$ cat config.mk
export PLATFORM = sky130hd
export DESIGN_NAME = isa_aux_eeprom_iobase_regs
export DESIGN_NICKNAME = d
export VERILOG_FILES = /design/src/verilog/aux_regs_pkg.sv /design/src/verilog/pin_sync.sv /design/src/verilog/base_select_counter.sv /design/src/verilog/isa_aux_eeprom_iobase_regs.sv
export SDC_FILE = /design/constraint.sdc
export NUM_CORES = 1
export LEC_CHECK = 0
export BUFFER_PORTS_ARGS = -buffer_cell sky130_fd_sc_hd__buf_4
export CAP_MARGIN = 10
export CORE_ASPECT_RATIO = 2
export CORE_MARGIN = 3
export CORE_UTILIZATION = 48
export DETAILED_ROUTE_END_ITERATION = 16
export PLACE_DENSITY = 0.72
export SYNTH_ARGS = -nofsm -noshare
export SYNTH_HDL_FRONTEND = slang
export SYNTH_SLANG_ARGS = --single-unit
$ cat constraint.sdc
create_clock -name CLK_SYS -period 1.2 [get_ports CLK_SYS]
set_input_delay 0.06 -clock CLK_SYS [delete_from_list [all_inputs] [get_ports CLK_SYS]]
set_output_delay 0.06 -clock CLK_SYS [all_outputs]
set_load 0.03 [all_outputs]
$ cat src/verilog/aux_regs_pkg.sv
// Constants shared by the ISA auxiliary register group
`default_nettype none
package aux_regs_pkg;
   localparam int ADDR_W = 5;
   localparam int DATA_W = 8;
   localparam int SEL_W = 3;
   localparam int INT_W = 2;
   // Register offsets on the five low system address lines
   localparam logic [4:0] OFS_EEPROM_PIN_CONTROL = 5'h10;
   localparam logic [4:0] OFS_EEPROM_SERIAL_DATA = 5'h11;
   localparam logic [4:0] OFS_IO_BASE_ADVANCE = 5'h12;
   localparam logic [4:0] OFS_JUMPERLESS_SETTING = 5'h13;
   localparam logic [4:0] OFS_RESERVED_FIRST = 5'h14;
   localparam logic [4:0] OFS_SOFT_RESET_FIRST = 5'h18;
   localparam int SOFT_RESET_PORTS = 8;
   // Field positions
   localparam int EEPROM_SHIFT_CLOCK_BIT = 6;
   localparam int EEPROM_SELECT_BIT = 5;
   localparam int EEPROM_SERIAL_IO_BIT = 7;
   localparam int INT_SEL_LSB = 6;
   localparam int BASE_SEL_LSB = 0;
   // Reset values
   localparam logic EEPROM_SHIFT_CLOCK_RST = 1'h0;
   localparam logic EEPROM_SELECT_RST = 1'h0;
   localparam logic EEPROM_SERIAL_IO_RST = 1'h0;
   localparam logic [2:0] BASE_SEL_RST = 3'h0;
   localparam logic [7:0] READ_DATA_RST = 8'h00;
   localparam logic [7:0] BASE_ADVANCE_READ_VALUE = 8'h00;
   // Length of the soft reset pulse sent to the rest of the controller
   localparam int SOFT_RESET_CYCLES = 4;
endpackage : aux_regs_pkg
`default_nettype wire

$ cat src/verilog/pin_sync.sv
// Two-stage synchroniser for asynchronous pin inputs
`default_nettype none
module pin_sync #(
   parameter int WIDTH = 1
) (
   input wire logic clk,
   input wire logic rst_n,
   input wire logic [WIDTH-1:0] async_in,
   output logic [WIDTH-1:0] sync_out
);
   logic [WIDTH-1:0] meta_ff;

   // First stage feeds only the second stage
   always_ff @(posedge clk or negedge rst_n) begin
      if (!rst_n) begin
         meta_ff <= '0;
         sync_out <= '0;
      end else begin
         meta_ff <= async_in;
         sync_out <= meta_ff;
      end
   end
endmodule : pin_sync
`default_nettype wire

$ cat src/verilog/base_select_counter.sv
// Three-bit I/O base select code, advanced by qualifying reads
`default_nettype none
module base_select_counter (
   input wire logic clk,
   input wire logic rst_n,
   input wire logic soft_clear,
   input wire logic load,
   input wire logic [2:0] load_value,
   input wire logic advance_req,
   input wire logic jumperless,
   input wire logic unlock,
   output logic [2:0] sel_ff
);
   logic advance_ok;

   // Only jumperless mode with the unlock bit set may advance the code
   assign advance_ok = advance_req & jumperless & unlock;

   always_ff @(posedge clk or negedge rst_n) begin
      if (!rst_n) begin
         sel_ff <= aux_regs_pkg::BASE_SEL_RST;
      end else if (soft_clear) begin
         sel_ff <= aux_regs_pkg::BASE_SEL_RST;
      end else if (load) begin
         sel_ff <= load_value;
      end else if (advance_ok) begin
         // Wraps from 111 back to 000
         sel_ff <= sel_ff + 3'h1;
      end
   end
endmodule : base_select_counter
`default_nettype wire

$ cat src/verilog/isa_aux_eeprom_iobase_regs.sv
// ISA auxiliary register group: EEPROM bit-bang port, base select, soft reset ports
`default_nettype none
// Operation
// - The group exists only in ISA mode and decodes on the five low address lines, bank select ignored.
// - Software toggles the shift clock bit and the clock pin follows each written value.
// - Writing one to the select bit asserts the EEPROM chip select, writing zero negates it.
// - Reading the serial data register returns the EEPROM data output level in bit 7.
// - Writing the serial data register drives the EEPROM data input to bit 7 of the data.
// - Control register reads and unused data register bits carry no defined value.
// - Each read of the base advance register increments the three-bit select code.
// - The data returned by a base advance read has no meaning.
// - The select code is readable in bits 2 to 0 of the jumperless setting register.
// - The read-triggered advance acts only in jumperless ISA mode.
// - The code counts 000 to 111 and the new value drives the active base decode.
// - With the unlock bit cleared, base advance reads leave the code unchanged.
// - A write to any of the eight reset ports acts as a hardware reset except for the EEPROM port.
module isa_aux_eeprom_iobase_regs (
   input wire logic CLK_SYS,
   input wire logic RESET_N,
   input wire logic ISA_MODE,
   input wire logic JUMPERLESS_MODE,
   input wire logic GROUP_SEL_N,
   input wire logic [4:0] SA,
   input wire logic IOR_N,
   input wire logic IOW_N,
   input wire logic [7:0] SD_IN,
   output logic [7:0] SD_OUT,
   output logic SD_OE,
   input wire logic IO_BASE_UNLOCK,
   input wire logic BOOT_LOAD,
   input wire logic [2:0] BOOT_BASE_SEL,
   input wire logic [1:0] BOOT_INT_SEL,
   output logic [2:0] BASE_SEL,
   output logic EE_SK,
   output logic EE_CS,
   output logic EE_DI,
   input wire logic EE_DO,
   output logic SOFT_RESET
);
   localparam int PIN_W = 1 + 1 + 1 + 5 + 1 + 1 + 8 + 1;

   // Pin inputs, after synchronisation
   logic isa_mode_s;
   logic jumperless_s;
   logic group_sel_n_s;
   logic [4:0] sa_s;
   logic ior_n_s;
   logic iow_n_s;
   logic [7:0] sd_s;
   logic ee_do_s;
   // Strobes and window select are synchronised active high, so a cleared stage reads idle
   logic group_sel_s;
   logic ior_s;
   logic iow_s;

   // Strobe history and captured cycle
   logic ior_n_d_ff;
   logic iow_n_d_ff;
   logic read_start;
   logic write_end;
   logic [4:0] wr_addr_ff;
   logic [7:0] wr_data_ff;
   logic wr_hit_ff;
   logic group_hit;

   // Decoded accesses
   logic rd_pin_control;
   logic rd_serial_data;
   logic rd_base_advance;
   logic rd_jumperless;
   logic rd_reserved;
   logic wr_pin_control;
   logic wr_serial_data;
   logic [aux_regs_pkg::SOFT_RESET_PORTS-1:0] wr_reset_port;
   logic soft_reset_req;

   // Register state
   logic shift_clock_ff;
   logic select_ff;
   logic serial_io_ff;
   logic [7:0] rd_data_ff;
   logic sd_oe_ff;
   logic [2:0] base_sel;
   logic [1:0] int_sel_ff;
   logic [2:0] soft_cnt_ff;
   logic soft_reset_ff;
   logic [7:0] nxt_rd_data;

   pin_sync #(
      .WIDTH(PIN_W)
   ) u_pin_sync (
      .clk(CLK_SYS),
      .rst_n(RESET_N),
      .async_in({ISA_MODE, JUMPERLESS_MODE, ~GROUP_SEL_N, SA, ~IOR_N, ~IOW_N, SD_IN, EE_DO}),
      .sync_out({isa_mode_s, jumperless_s, group_sel_s, sa_s, ior_s, iow_s, sd_s, ee_do_s})
   );

   assign group_sel_n_s = ~group_sel_s;
   assign ior_n_s = ~ior_s;
   assign iow_n_s = ~iow_s;

   // Strobe edges are taken from the synchronised copies only
   always_ff @(posedge CLK_SYS or negedge RESET_N) begin
      if (!RESET_N) begin
         ior_n_d_ff <= 1'b1;
         iow_n_d_ff <= 1'b1;
      end else begin
         ior_n_d_ff <= ior_n_s;
         iow_n_d_ff <= iow_n_s;
      end
   end

   assign read_start = ior_n_d_ff & ~ior_n_s;
   assign write_end = ~iow_n_d_ff & iow_n_s;

   // Upper group bit plus the external window select; bank select is never looked at
   assign group_hit = isa_mode_s & ~group_sel_n_s & sa_s[4];

   // Address and data are sampled through the strobe and used at its rising edge,
   // so no hold time after the strobe is needed on the pins
   always_ff @(posedge CLK_SYS or negedge RESET_N) begin
      if (!RESET_N) begin
         wr_addr_ff <= '0;
         wr_data_ff <= '0;
         wr_hit_ff <= 1'b0;
      end else if (!iow_n_s) begin
         wr_addr_ff <= sa_s;
         wr_data_ff <= sd_s;
         wr_hit_ff <= group_hit;
      end
   end

   assign rd_pin_control = read_start & group_hit &
                           (sa_s == aux_regs_pkg::OFS_EEPROM_PIN_CONTROL);
   assign rd_serial_data = read_start & group_hit &
                           (sa_s == aux_regs_pkg::OFS_EEPROM_SERIAL_DATA);
   assign rd_base_advance = read_start & group_hit &
                            (sa_s == aux_regs_pkg::OFS_IO_BASE_ADVANCE);
   assign rd_jumperless = read_start & group_hit &
                          (sa_s == aux_regs_pkg::OFS_JUMPERLESS_SETTING);
   assign rd_reserved = read_start & group_hit &
                        (sa_s[4:2] == aux_regs_pkg::OFS_RESERVED_FIRST[4:2]);
   assign wr_pin_control = write_end & wr_hit_ff &
                           (wr_addr_ff == aux_regs_pkg::OFS_EEPROM_PIN_CONTROL);
   assign wr_serial_data = write_end & wr_hit_ff &
                           (wr_addr_ff == aux_regs_pkg::OFS_EEPROM_SERIAL_DATA);

   // One decode per reset port; any data value triggers
   for (genvar i = 0; i < aux_regs_pkg::SOFT_RESET_PORTS; i++) begin : g_reset_port
      assign wr_reset_port[i] = write_end & wr_hit_ff &
         (wr_addr_ff == (aux_regs_pkg::OFS_SOFT_RESET_FIRST + 5'(i)));
   end

   assign soft_reset_req = |wr_reset_port;

   // EEPROM port bits are cleared only by the hardware reset; soft reset leaves them
   always_ff @(posedge CLK_SYS or negedge RESET_N) begin
      if (!RESET_N) begin
         shift_clock_ff <= aux_regs_pkg::EEPROM_SHIFT_CLOCK_RST;
      end else if (wr_pin_control) begin
         // Unused bits are ignored, whatever software writes there
         shift_clock_ff <= wr_data_ff[aux_regs_pkg::EEPROM_SHIFT_CLOCK_BIT];
      end
   end

   always_ff @(posedge CLK_SYS or negedge RESET_N) begin
      if (!RESET_N) begin
         select_ff <= aux_regs_pkg::EEPROM_SELECT_RST;
      end else if (wr_pin_control) begin
         select_ff <= wr_data_ff[aux_regs_pkg::EEPROM_SELECT_BIT];
      end
   end

   always_ff @(posedge CLK_SYS or negedge RESET_N) begin
      if (!RESET_N) begin
         serial_io_ff <= aux_regs_pkg::EEPROM_SERIAL_IO_RST;
      end else if (wr_serial_data) begin
         serial_io_ff <= wr_data_ff[aux_regs_pkg::EEPROM_SERIAL_IO_BIT];
      end
   end

   // Pins are driven from output flops that follow the port flops one cycle later
   always_ff @(posedge CLK_SYS or negedge RESET_N) begin
      if (!RESET_N) begin
         EE_SK <= aux_regs_pkg::EEPROM_SHIFT_CLOCK_RST;
      end else begin
         EE_SK <= shift_clock_ff;
      end
   end

   always_ff @(posedge CLK_SYS or negedge RESET_N) begin
      if (!RESET_N) begin
         EE_CS <= aux_regs_pkg::EEPROM_SELECT_RST;
      end else begin
         EE_CS <= select_ff;
      end
   end

   always_ff @(posedge CLK_SYS or negedge RESET_N) begin
      if (!RESET_N) begin
         EE_DI <= aux_regs_pkg::EEPROM_SERIAL_IO_RST;
      end else begin
         EE_DI <= serial_io_ff;
      end
   end

   base_select_counter u_base_select_counter (
      .clk(CLK_SYS),
      .rst_n(RESET_N),
      .soft_clear(soft_reset_ff),
      .load(BOOT_LOAD),
      .load_value(BOOT_BASE_SEL),
      .advance_req(rd_base_advance),
      .jumperless(jumperless_s),
      .unlock(IO_BASE_UNLOCK),
      .sel_ff(base_sel)
   );

   // Interrupt channel field comes from the boot load only
   always_ff @(posedge CLK_SYS or negedge RESET_N) begin
      if (!RESET_N) begin
         int_sel_ff <= '0;
      end else if (soft_reset_ff) begin
         int_sel_ff <= '0;
      end else if (BOOT_LOAD) begin
         int_sel_ff <= BOOT_INT_SEL;
      end
   end

   // Read mux; undefined bits are returned as zero
   always_comb begin
      nxt_rd_data = aux_regs_pkg::READ_DATA_RST;
      if (rd_serial_data) begin
         nxt_rd_data[aux_regs_pkg::EEPROM_SERIAL_IO_BIT] = ee_do_s;
      end else if (rd_base_advance) begin
         nxt_rd_data = aux_regs_pkg::BASE_ADVANCE_READ_VALUE;
      end else if (rd_jumperless) begin
         nxt_rd_data[aux_regs_pkg::BASE_SEL_LSB +: aux_regs_pkg::SEL_W] = base_sel;
         nxt_rd_data[aux_regs_pkg::INT_SEL_LSB +: aux_regs_pkg::INT_W] = int_sel_ff;
      end else if (rd_pin_control) begin
         nxt_rd_data = aux_regs_pkg::READ_DATA_RST;
      end else if (rd_reserved) begin
         nxt_rd_data = aux_regs_pkg::READ_DATA_RST;
      end
   end

   // Read data is latched at the strobe's start and held for the whole strobe
   always_ff @(posedge CLK_SYS or negedge RESET_N) begin
      if (!RESET_N) begin
         rd_data_ff <= aux_regs_pkg::READ_DATA_RST;
      end else if (read_start) begin
         rd_data_ff <= nxt_rd_data;
      end
   end

   // Data bus is driven only while a read of this group is in progress
   always_ff @(posedge CLK_SYS or negedge RESET_N) begin
      if (!RESET_N) begin
         sd_oe_ff <= 1'b0;
      end else if (ior_n_s) begin
         sd_oe_ff <= 1'b0;
      end else if (read_start) begin
         sd_oe_ff <= group_hit;
      end
   end

   assign SD_OUT = rd_data_ff;
   assign SD_OE = sd_oe_ff;

   // Soft reset pulse, stretched so the slowest block downstream sees it
   always_ff @(posedge CLK_SYS or negedge RESET_N) begin
      if (!RESET_N) begin
         soft_cnt_ff <= '0;
      end else if (soft_reset_req) begin
         soft_cnt_ff <= 3'(aux_regs_pkg::SOFT_RESET_CYCLES - 1);
      end else if (soft_cnt_ff != 3'h0) begin
         soft_cnt_ff <= soft_cnt_ff - 3'h1;
      end
   end

   // Pulse stays high while the count runs and drops once it has reached zero
   always_ff @(posedge CLK_SYS or negedge RESET_N) begin
      if (!RESET_N) begin
         soft_reset_ff <= 1'b0;
      end else if (soft_reset_req) begin
         soft_reset_ff <= 1'b1;
      end else if (soft_cnt_ff == 3'h0) begin
         soft_reset_ff <= 1'b0;
      end
   end

   // Active base decode select for the address comparator outside
   always_ff @(posedge CLK_SYS or negedge RESET_N) begin
      if (!RESET_N) begin
         BASE_SEL <= aux_regs_pkg::BASE_SEL_RST;
      end else begin
         BASE_SEL <= base_sel;
      end
   end

   assign SOFT_RESET = soft_reset_ff;
endmodule : isa_aux_eeprom_iobase_regs
`default_nettype wire

Word-level counts from Yosys, hierarchy flattened --
Index checks and enable logic that the tools add are counted.
Word-level totals: bits in registers 81, bits of input ports 28, output and inout bits 16, word-level logic and storage cells 86
Cells by class: add/sub/neg operators 2, equality and inequality tests 14, mux-type cells 16, bitwise logic cells 27, reduce and logical (&&, ||, !) cells 7
Operators with widths (count):
- equality test 5 bit (second input constant) | 13
- bitwise AND 1 bit | 21
- 2-to-1 mux 3 bit | 6
- 2-to-1 mux 8 bit | 1
- OR reduction 8 bit | 1
- 2-to-1 mux 7 bit | 1
- 2-to-1 mux 2 bit | 3
- inverter 1 bit | 6
- nonzero test 2 bit | 3
- nonzero test 3 bit | 2
- 2-to-1 mux 1 bit | 5
- adder 3 x 1 -> 3 bit (second input constant) | 1
- logical NOT 3 bit | 1
- subtractor 3 x 1 -> 3 bit (second input constant) | 1
- inequality test 2 bit (second input constant) | 1

Logic depth before layout (Yosys ltp) --
Gate-level depths: netlist (run 1).
word-level depth 9, depth in mapped cells 5, gate-level depth less buffers 5

Cells and area by module --
From an unflattened synthesis (run 1), not the netlist that was laid out.
Unflattened totals: cell total of the unflattened synthesis 151, area, all modules 2411.1 um2
By module, submodules not included:
- isa_aux_eeprom_iobase_regs | times used 1, cells an instance 95, area an instance 1272.5 um2
- pin_sync | times used 1, cells an instance 38, area an instance 950.9 um2
- base_select_counter | times used 1, cells an instance 18, area an instance 187.7 um2

Worst setup path after synthesis (run 1) --
OpenSTA, ideal clock, no wires.
path type reg-to-reg, start reg wr_addr_ff[1], end reg select_ff, data arrival time 1.204 ns, data required time 1.072 ns, slack -0.131 ns, cell stages (with the launch flop) 4, clock period less this slack 1.331 ns, path through dfrtp_1 or3_4 nor3_4 mux2_1
On the way: longest elaborated chain between the ends 2
Ends and longest elaborated chain:
- start: declaration | line isa_aux_eeprom_iobase_regs.sv:61 | logic [4:0] wr_addr_ff;
- start signal: assignment | line isa_aux_eeprom_iobase_regs.sv:127 | wr_addr_ff <= sa_s;
- equality test 5 bit | line isa_aux_eeprom_iobase_regs.sv:144 | (wr_addr_ff == aux_regs_pkg::OFS_EEPROM_PIN_CONTROL);
- bitwise AND 1 bit | line isa_aux_eeprom_iobase_regs.sv:143 | assign wr_pin_control = write_end & wr_hit_ff &
- end signal: assignment | line isa_aux_eeprom_iobase_regs.sv:168 | select_ff <= aux_regs_pkg::EEPROM_SELECT_RST;
- end signal: assignment | line isa_aux_eeprom_iobase_regs.sv:170 | select_ff <= wr_data_ff[aux_regs_pkg::EEPROM_SELECT_BIT];
- end: declaration | line isa_aux_eeprom_iobase_regs.sv:79 | logic select_ff;
Every way passes these cells. A chain may end at the register's enable or synchronous reset.

Worst setup path in the final report (run 1) --
Same ends and word-level chain as after synthesis.

==> results of run 1 <==
-- per-layer routing --
| layer | track usage (%) | vias up | routed length [um] |
|---|---|---|---|
| li1 | - | 670 | - |
| met3 | 3.50 | 8 | 149 |
| met5 | 0 | - | 0 |
| met4 | 10.4 | 0 | 70 |
| met1 | 18.6 | 688 | 1380 |
| met2 | 28.5 | 32 | 2230 |
-- sequential cells by signal, indices dropped and copies added, names as in the netlist, 2 cells and up --
signal	flops
BASE_SEL	3
u_pin_sync.sync_out	14
SD_OUT	5
u_base_select_counter.sel_ff	3
u_pin_sync.meta_ff	14
wr_data_ff	3
soft_cnt_ff	3
int_sel_ff	2
wr_addr_ff	5
-- repair_timing --
item	CTS	global route
gates resized for setup	10	16
pin swaps	6	4
setup endpoints to repair	9	17
setup buffers	4	1
endpoints found under the hold margin	78	0
hold buffers	17	0
-- critical path: cells and delay by family, from the launching register on --
| kind | cells | cell delay (ps) |
|---|---|---|
| and+or+nand+nor | 2 | 580 |
| DFF | 1 | 370 |
| muxes | 1 | 350 |
-- cell type report --
class | instances | area [sq um] | area share [%]
Multi-Input combinational cell | 80 | 699 | 22.3
Clock inverter | 7 | 48.8 | 1.55
Tap cell | 54 | 67.6 | 2.15
Inverter | 10 | 37.5 | 1.20
Timing Repair Buffer | 70 | 584 | 18.6
Clock buffer | 9 | 124 | 3.94
Sequential cell | 63 | 1580 | 50.3
-- layout by cell type (no fill, tap or decap), types with 2 or more instances in the layout --
| master | count |
|---|---|
| buf_4 | 51 |
| nor2_1 | 5 |
| dlygate4sd3_1 | 17 |
| dfrtp_1 | 61 |
| nand2_2 | 3 |
| ha_1 | 2 |
| mux2_4 | 2 |
| o21ai_1 | 6 |
| clkinv_2 | 3 |
| dfstp_2 | 2 |
| clkinv_4 | 2 |
| conb_1 | 3 |
| nand2_1 | 14 |
| inv_1 | 9 |
| clkbuf_8 | 9 |
| mux2_1 | 10 |
| mux2i_1 | 6 |
| nand4_1 | 2 |
-- metrics by stage --
| step | setup TNS (ps) | total power, mW | worst slack, ps | utilization [%] |
|---|---|---|---|---|
| CTS | -616 | 5.18 | -219 | 69.3 |
| floorplan | -370 | 3.09 | -131 | - |
| detailed placement | -1330 | 3.49 | -203 | 60.0 |
| global route | -827 | 5.58 | -252 | 71.0 |
| global placement | -1040 | 3.41 | -176 | 60.0 |
| finish | -581 | 5.26 | -208 | 71.0 |
-- kinds of logic (layout without fill, tap and decap cells) --
kind of cell / after synthesis / in the layout / synth area share, %
DFF: 63 / 63 / 70.7
and+or+nand+nor: 40 / 40 / 10.0
muxes: 19 / 19 / 9.24
buffers and inverters: 17 / 96 / 3.59
AOI/OAI and AO/OA: 13 / 13 / 3.81
adders and majority gates: 3 / 3 / 1.68
xor gates and xnor gates: 2 / 2 / 0.784
other: 1 / 3 / 0.168
-- power breakdown --
part	total, mW	leakage, nW	switching [mW]	internal [mW]
clock network	1.54	0.0894	0.787	0.749
registers	2.54	0.764	0.156	2.38
logic	1.18	0.668	0.573	0.609
total	5.26	1.52	1.52	3.74
-- worst paths after layout --
kind                                                       from                          endpoint  slack (ps)  cells past startpoint
min in group asynchronous                               RESET_N  u_pin_sync.sync_out[8]$_DFF_PN0_         140                      2
worst min-delay path                                  BOOT_LOAD         int_sel_ff[1]$_DFFE_PN0P_         100                      3
worst max register to register        wr_addr_ff[1]$_DFFE_PN0P_             select_ff$_DFFE_PN0P_        -210                      3
worst max-delay path                  wr_addr_ff[1]$_DFFE_PN0P_             select_ff$_DFFE_PN0P_        -210                      3
max in group asynchronous                               RESET_N        soft_cnt_ff[0]$_DFFE_PN0P_         560                      3
worst min register to register  u_pin_sync.meta_ff[0]$_DFF_PN0_  u_pin_sync.sync_out[0]$_DFF_PN0_         350                      0
==> flow_metrics.tcl, run 1 <==
set metrics [dict create \
    outcome "finished with violations" \
    synth_most_common_cell "dfrtp_1" \
    synth_common_cells "dfrtp_1, nand2_1, mux2_1" \
    synth_cell_types 35 \
    die-area_sq_mm 0.00556 \
    overflow 0 \
    num_rows 34 \
    criticalPathCategory "reg2reg" \
    grt_pass1_vias 1490 \
    synth_area_leader_cell "dfrtp_1" \
    post_drt_wl_per_cell_um 13.1 \
    endpoint_kind "register" \
    dp_hpwl_um 2780 \
    synthTopCellsByArea "dfrtp_1, mux2_1, nand2_1, mux2i_1, dfstp_2" \
    fin_nets 265 \
    slowest_delay_ps 420 \
    leakagePower_nw 1.52 \
    vias 1398 \
    finalInstanceArea_sq_mm 0.00314 \
    dpl.cell_count 257 \
    grt_max_degree 29 \
    worst_ep_arrival_time_ps 1610 \
    post_drt_via_cell_ratio 4.77 \
    syn_avg_cell_area_sq_um 14.1 \
    layout_min_cycle_time_ps 1410 \
    startpoint_type "register" \
    initial_utilization_pct 50.5 \
    synth.cell_area_sq_mm 0.00223 \
    syn_inst 158 \
    cts_tree "built" \
    vdd_drop_max_uv 1240 \
    worstPathMaxFanout 2 \
    synth-main-ff-cell "dfrtp_1" \
    finalHoldViolCount 0 \
    synth_seq_cells 63 \
    ys_warn_count 0 \
    die_w_um 54.2 \
    core-area_sq_mm 0.00442 \
    clock_skew_ps 2.82 \
    grt_use_total_pct 16.9 \
    ys_seq_area_share_pct 70.7 \
    instances_no_fill 293 \
    die_y_um 102 \
    filler_cell_count 319 \
    synth_top_area_share_pct 68.3 \
    clock_latency_ps 320 \
    powerDensity_mw_per_mm2 1670 \
    cts_buffers 9 \
    worstPathCellList "or3_4 -> nor3_4 -> mux2_1" \
    gp_congestion 0.721 \
    drive_gt1_share_pct 40.2 \
    min_path_type "in2reg" \
    detailed_place.area_sq_mm 0.00265 \
    synth_edf_count 0 \
    grt_setup_unrepaired "true" \
    cts_max_level 3 \
    cts-root-buf "clkbuf_8" \
    pin_count 44 \
    async_reset_ff_share_pct 100 \
    required_ps 1410 \
    clk_pin_slew_worst_paths_ps 70 \
    drc 0 \
    fin_crit_sh_pct 117 \
    setup_violations 3 \
    drtAntennaViolNets 0 \
    port_buffers 35 \
    slew_violations 0 \
    clock_sinks 63 \
    drv_cap 0 \
    diodes 0 \
    firstDrtPassIters 3 \
    drt_iter0_markers 12 \
    violations "setup timing" \
    syn_to_final_growth_pct 40.6 \
    slowest_stage "or3_4" \
    clock.fmax_mhz 710 \
    holdWs_ps 102 \
    clockBufferDepth 2 \
    setup_ws_ps -208 \
    grt_pass1_wl_um 6600 \
    antenna_found_initial 0 \
    detail_route.wirelength_um 3830 \
]
No activity file was read; power rests on OpenSTA's default activity.
==> run 2, diff against run 1 <==
Settings changed: CORE_UTILIZATION 48 to 51, CTS_BUF_LIST set to sky130_fd_sc_hd__clkbuf_4, PLACE_DENSITY 0.72 to 0.76.
==> run 2 against run 1 <==
  * The run still ends with setup timing left
  * Critical path depth unchanged
  * Clock power increased by 31%
  * Hold slack got worse by 62 ps
  * Maximum frequency decreased by 1.7%
==> flow_metrics.tcl, run 2 (synthesized netlist as in run 1, its figures left out) <==
set metrics [dict create \
    gp_congestion 0.759 \
    reg2regPathDepth 3 \
    drc 0 \
    holdCritStartpoint "BOOT_LOAD" \
    clock_latency_ps 390 \
    worstPathMaxFanout 2 \
    cts_max_level 3 \
    dp_hpwl_um 2810 \
    grt_setup_unrepaired "true" \
    firstDrtPassIters 4 \
    seqPwrFrac_pct 44.1 \
    min_path_type "in2reg" \
    fin_tns_setup_ps -692 \
    overflow 0 \
    die_w_um 52.8 \
    die_y_um 99.6 \
    powerDensity_mw_per_mm2 1820 \
    clk_pin_slew_worst_paths_ps 110 \
    grt_pass1_vias 1593 \
    slowest_delay_ps 410 \
    initial_utilization_pct 53.6 \
    r2r_end "shift_clock_ff$_DFFE_PN0P_" \
    drv_cap 0 \
    cts-root-buf "clkbuf_4" \
    fin_crit_sh_pct 119 \
    num_rows 33 \
    criticalPathCategory "reg2reg" \
    clockBufferDepth 2 \
    clock_sinks 63 \
    drive_gt1_share_pct 39.3 \
    power_frac_comb_pct 20.9 \
    clock_skew_ps 16.5 \
    largestRegisters "u_pin_sync.meta_ff: 14 flops, u_pin_sync.sync_out: 14 flops" \
    vdd_drop_max_uv 1640 \
    cts_buffers 9 \
    dpl.cell_count 255 \
    outcome "finished with violations" \
    reg2reg_setup_slack_ps -230 \
    post_drt_via_cell_ratio 5.02 \
    antenna_found_initial 0 \
    post_drt_wl_per_cell_um 14.6 \
    drt_iter0_markers 22 \
    layout.cells.most_common_list "dfrtp_1, buf_4, dlygate4sd3_1" \
    worstPathCellList "nand4bb_1 -> nor3_4 -> mux2_1" \
    layout_min_cycle_time_ps 1430 \
    endpoint_kind "register" \
    grt_pass1_wl_um 6910 \
    leakagePower_nw 1.52 \
    hold_depth 3 \
    clock.fmax_mhz 698 \
    diodes 0 \
    required_ps 1480 \
    fin_util_pct 75.5 \
    holdPathEnd "u_base_select_counter.sel_ff[2]$_DFFE_PN0P_" \
    detail_route.wirelength_um 4260 \
    setup_violations 4 \
    p_clk_share_pct 35.0 \
    setup_ws_ps -232 \
    core-area_sq_mm 0.00417 \
    layout_commonest_cell "dfrtp_1" \
    p_sw_mw 1.48 \
    internal_power_mw 4.26 \
    port_buffers 35 \
    syn_to_final_growth_pct 40.9 \
    cts_tree "built" \
    fin_nets 265 \
    pin_count 44 \
    vias 1460 \
    die-area_sq_mm 0.00526 \
    slowest_stage "dfrtp_1" \
    worst_ep_arrival_time_ps 1710 \
    finalHoldViolCount 0 \
    grt_max_degree 20 \
    violations "setup timing" \
    grt_use_total_pct 18.7 \
    slew_violations 0 \
    instances_no_fill 291 \
    swShare_pct 25.8 \
    startpoint_type "register" \
    r2r_start "u_pin_sync.sync_out[9]$_DFF_PN0_" \
    drtAntennaViolNets 0 \
]
[run 2: cell types whose count changed in the layout (fill, tap and decap cells not counted), moves of 2 or more]
cell       change
bufinv_16      +4
clkbuf_8       -9
clkinv_2       -2
clkbuf_4      +10
clkinv_4       -2
[run 2: cell type report]
class | instances | area [sq um]
clock buffers | 10 | 75.1
clock inverters | 6 | 133
fillers | 261 | 1020
inverters | 10 | 37.5
multi-input cells | 80 | 686
flip-flops and latches | 63 | 1580
well taps | 52 | 65.1
repair buffers | 70 | 572
[run 2: per-stage QoR]
stage                     hold WS (ps)  power (mW)  worst slack [ps]  area (sq um)
after floorplan                   -236        3.09              -131          2240
after global placement           -68.5        3.40              -184          2640
after detailed placement         -62.2        3.49              -200          2640
after CTS                         6.98        5.59              -216          3080
after global routing              30.5        6.03              -276          3150
final                             39.6        5.74              -232          3150
[run 2: worst max-delay path by stage]
stage	from	end	depth (start not counted)
2_1_floorplan	wr_addr_ff[1]$_DFFE_PN0P_	select_ff$_DFFE_PN0P_	3
3_3_place_gp	u_pin_sync.sync_out[9]$_DFF_PN0_	soft_cnt_ff[1]$_DFFE_PN0P_	5
3_5_place_dp	wr_addr_ff[1]$_DFFE_PN0P_	shift_clock_ff$_DFFE_PN0P_	3
4_1_cts	wr_addr_ff[1]$_DFFE_PN0P_	shift_clock_ff$_DFFE_PN0P_	3
5_1_grt	u_pin_sync.sync_out[9]$_DFF_PN0_	select_ff$_DFFE_PN0P_	3
6_report	u_pin_sync.sync_out[9]$_DFF_PN0_	shift_clock_ff$_DFFE_PN0P_	3
[run 2: routing by layer]
| layer | part of all wire (%) | global-route usage [%] |
|---|---|---|
| met5 | 0 | 0 |
| met4 | 3.3 | 12.6 |
| met3 | 4.1 | 6.75 |
| met2 | 61 | 31.7 |
| met1 | 32 | 18.0 |
[run 2: repair_timing]
action,CTS,global route
cloned,0,0
buffers inserted,3,2
pin swaps,4,6
hold buffers,17,0
gates resized for setup,10,15
endpoints found under the setup margin,9,15
endpoints found under the hold margin,78,0
[run 2: worst max-delay path, delay by kind of cell (launching register included)]
family        cells  cell delay (ps)
flops             1              410
mux               1              350
simple gates      2              560
[run 2: power groups by stage]
stage               clock (mW)  sequential (mW)  combinational, mW
finish                    2.01             2.53               1.20
global route              2.16             2.56               1.31
CTS                       2.05             2.52               1.02
detailed placement           0             2.57              0.926
global placement             0             2.55              0.851
floorplan                    0             2.65              0.436
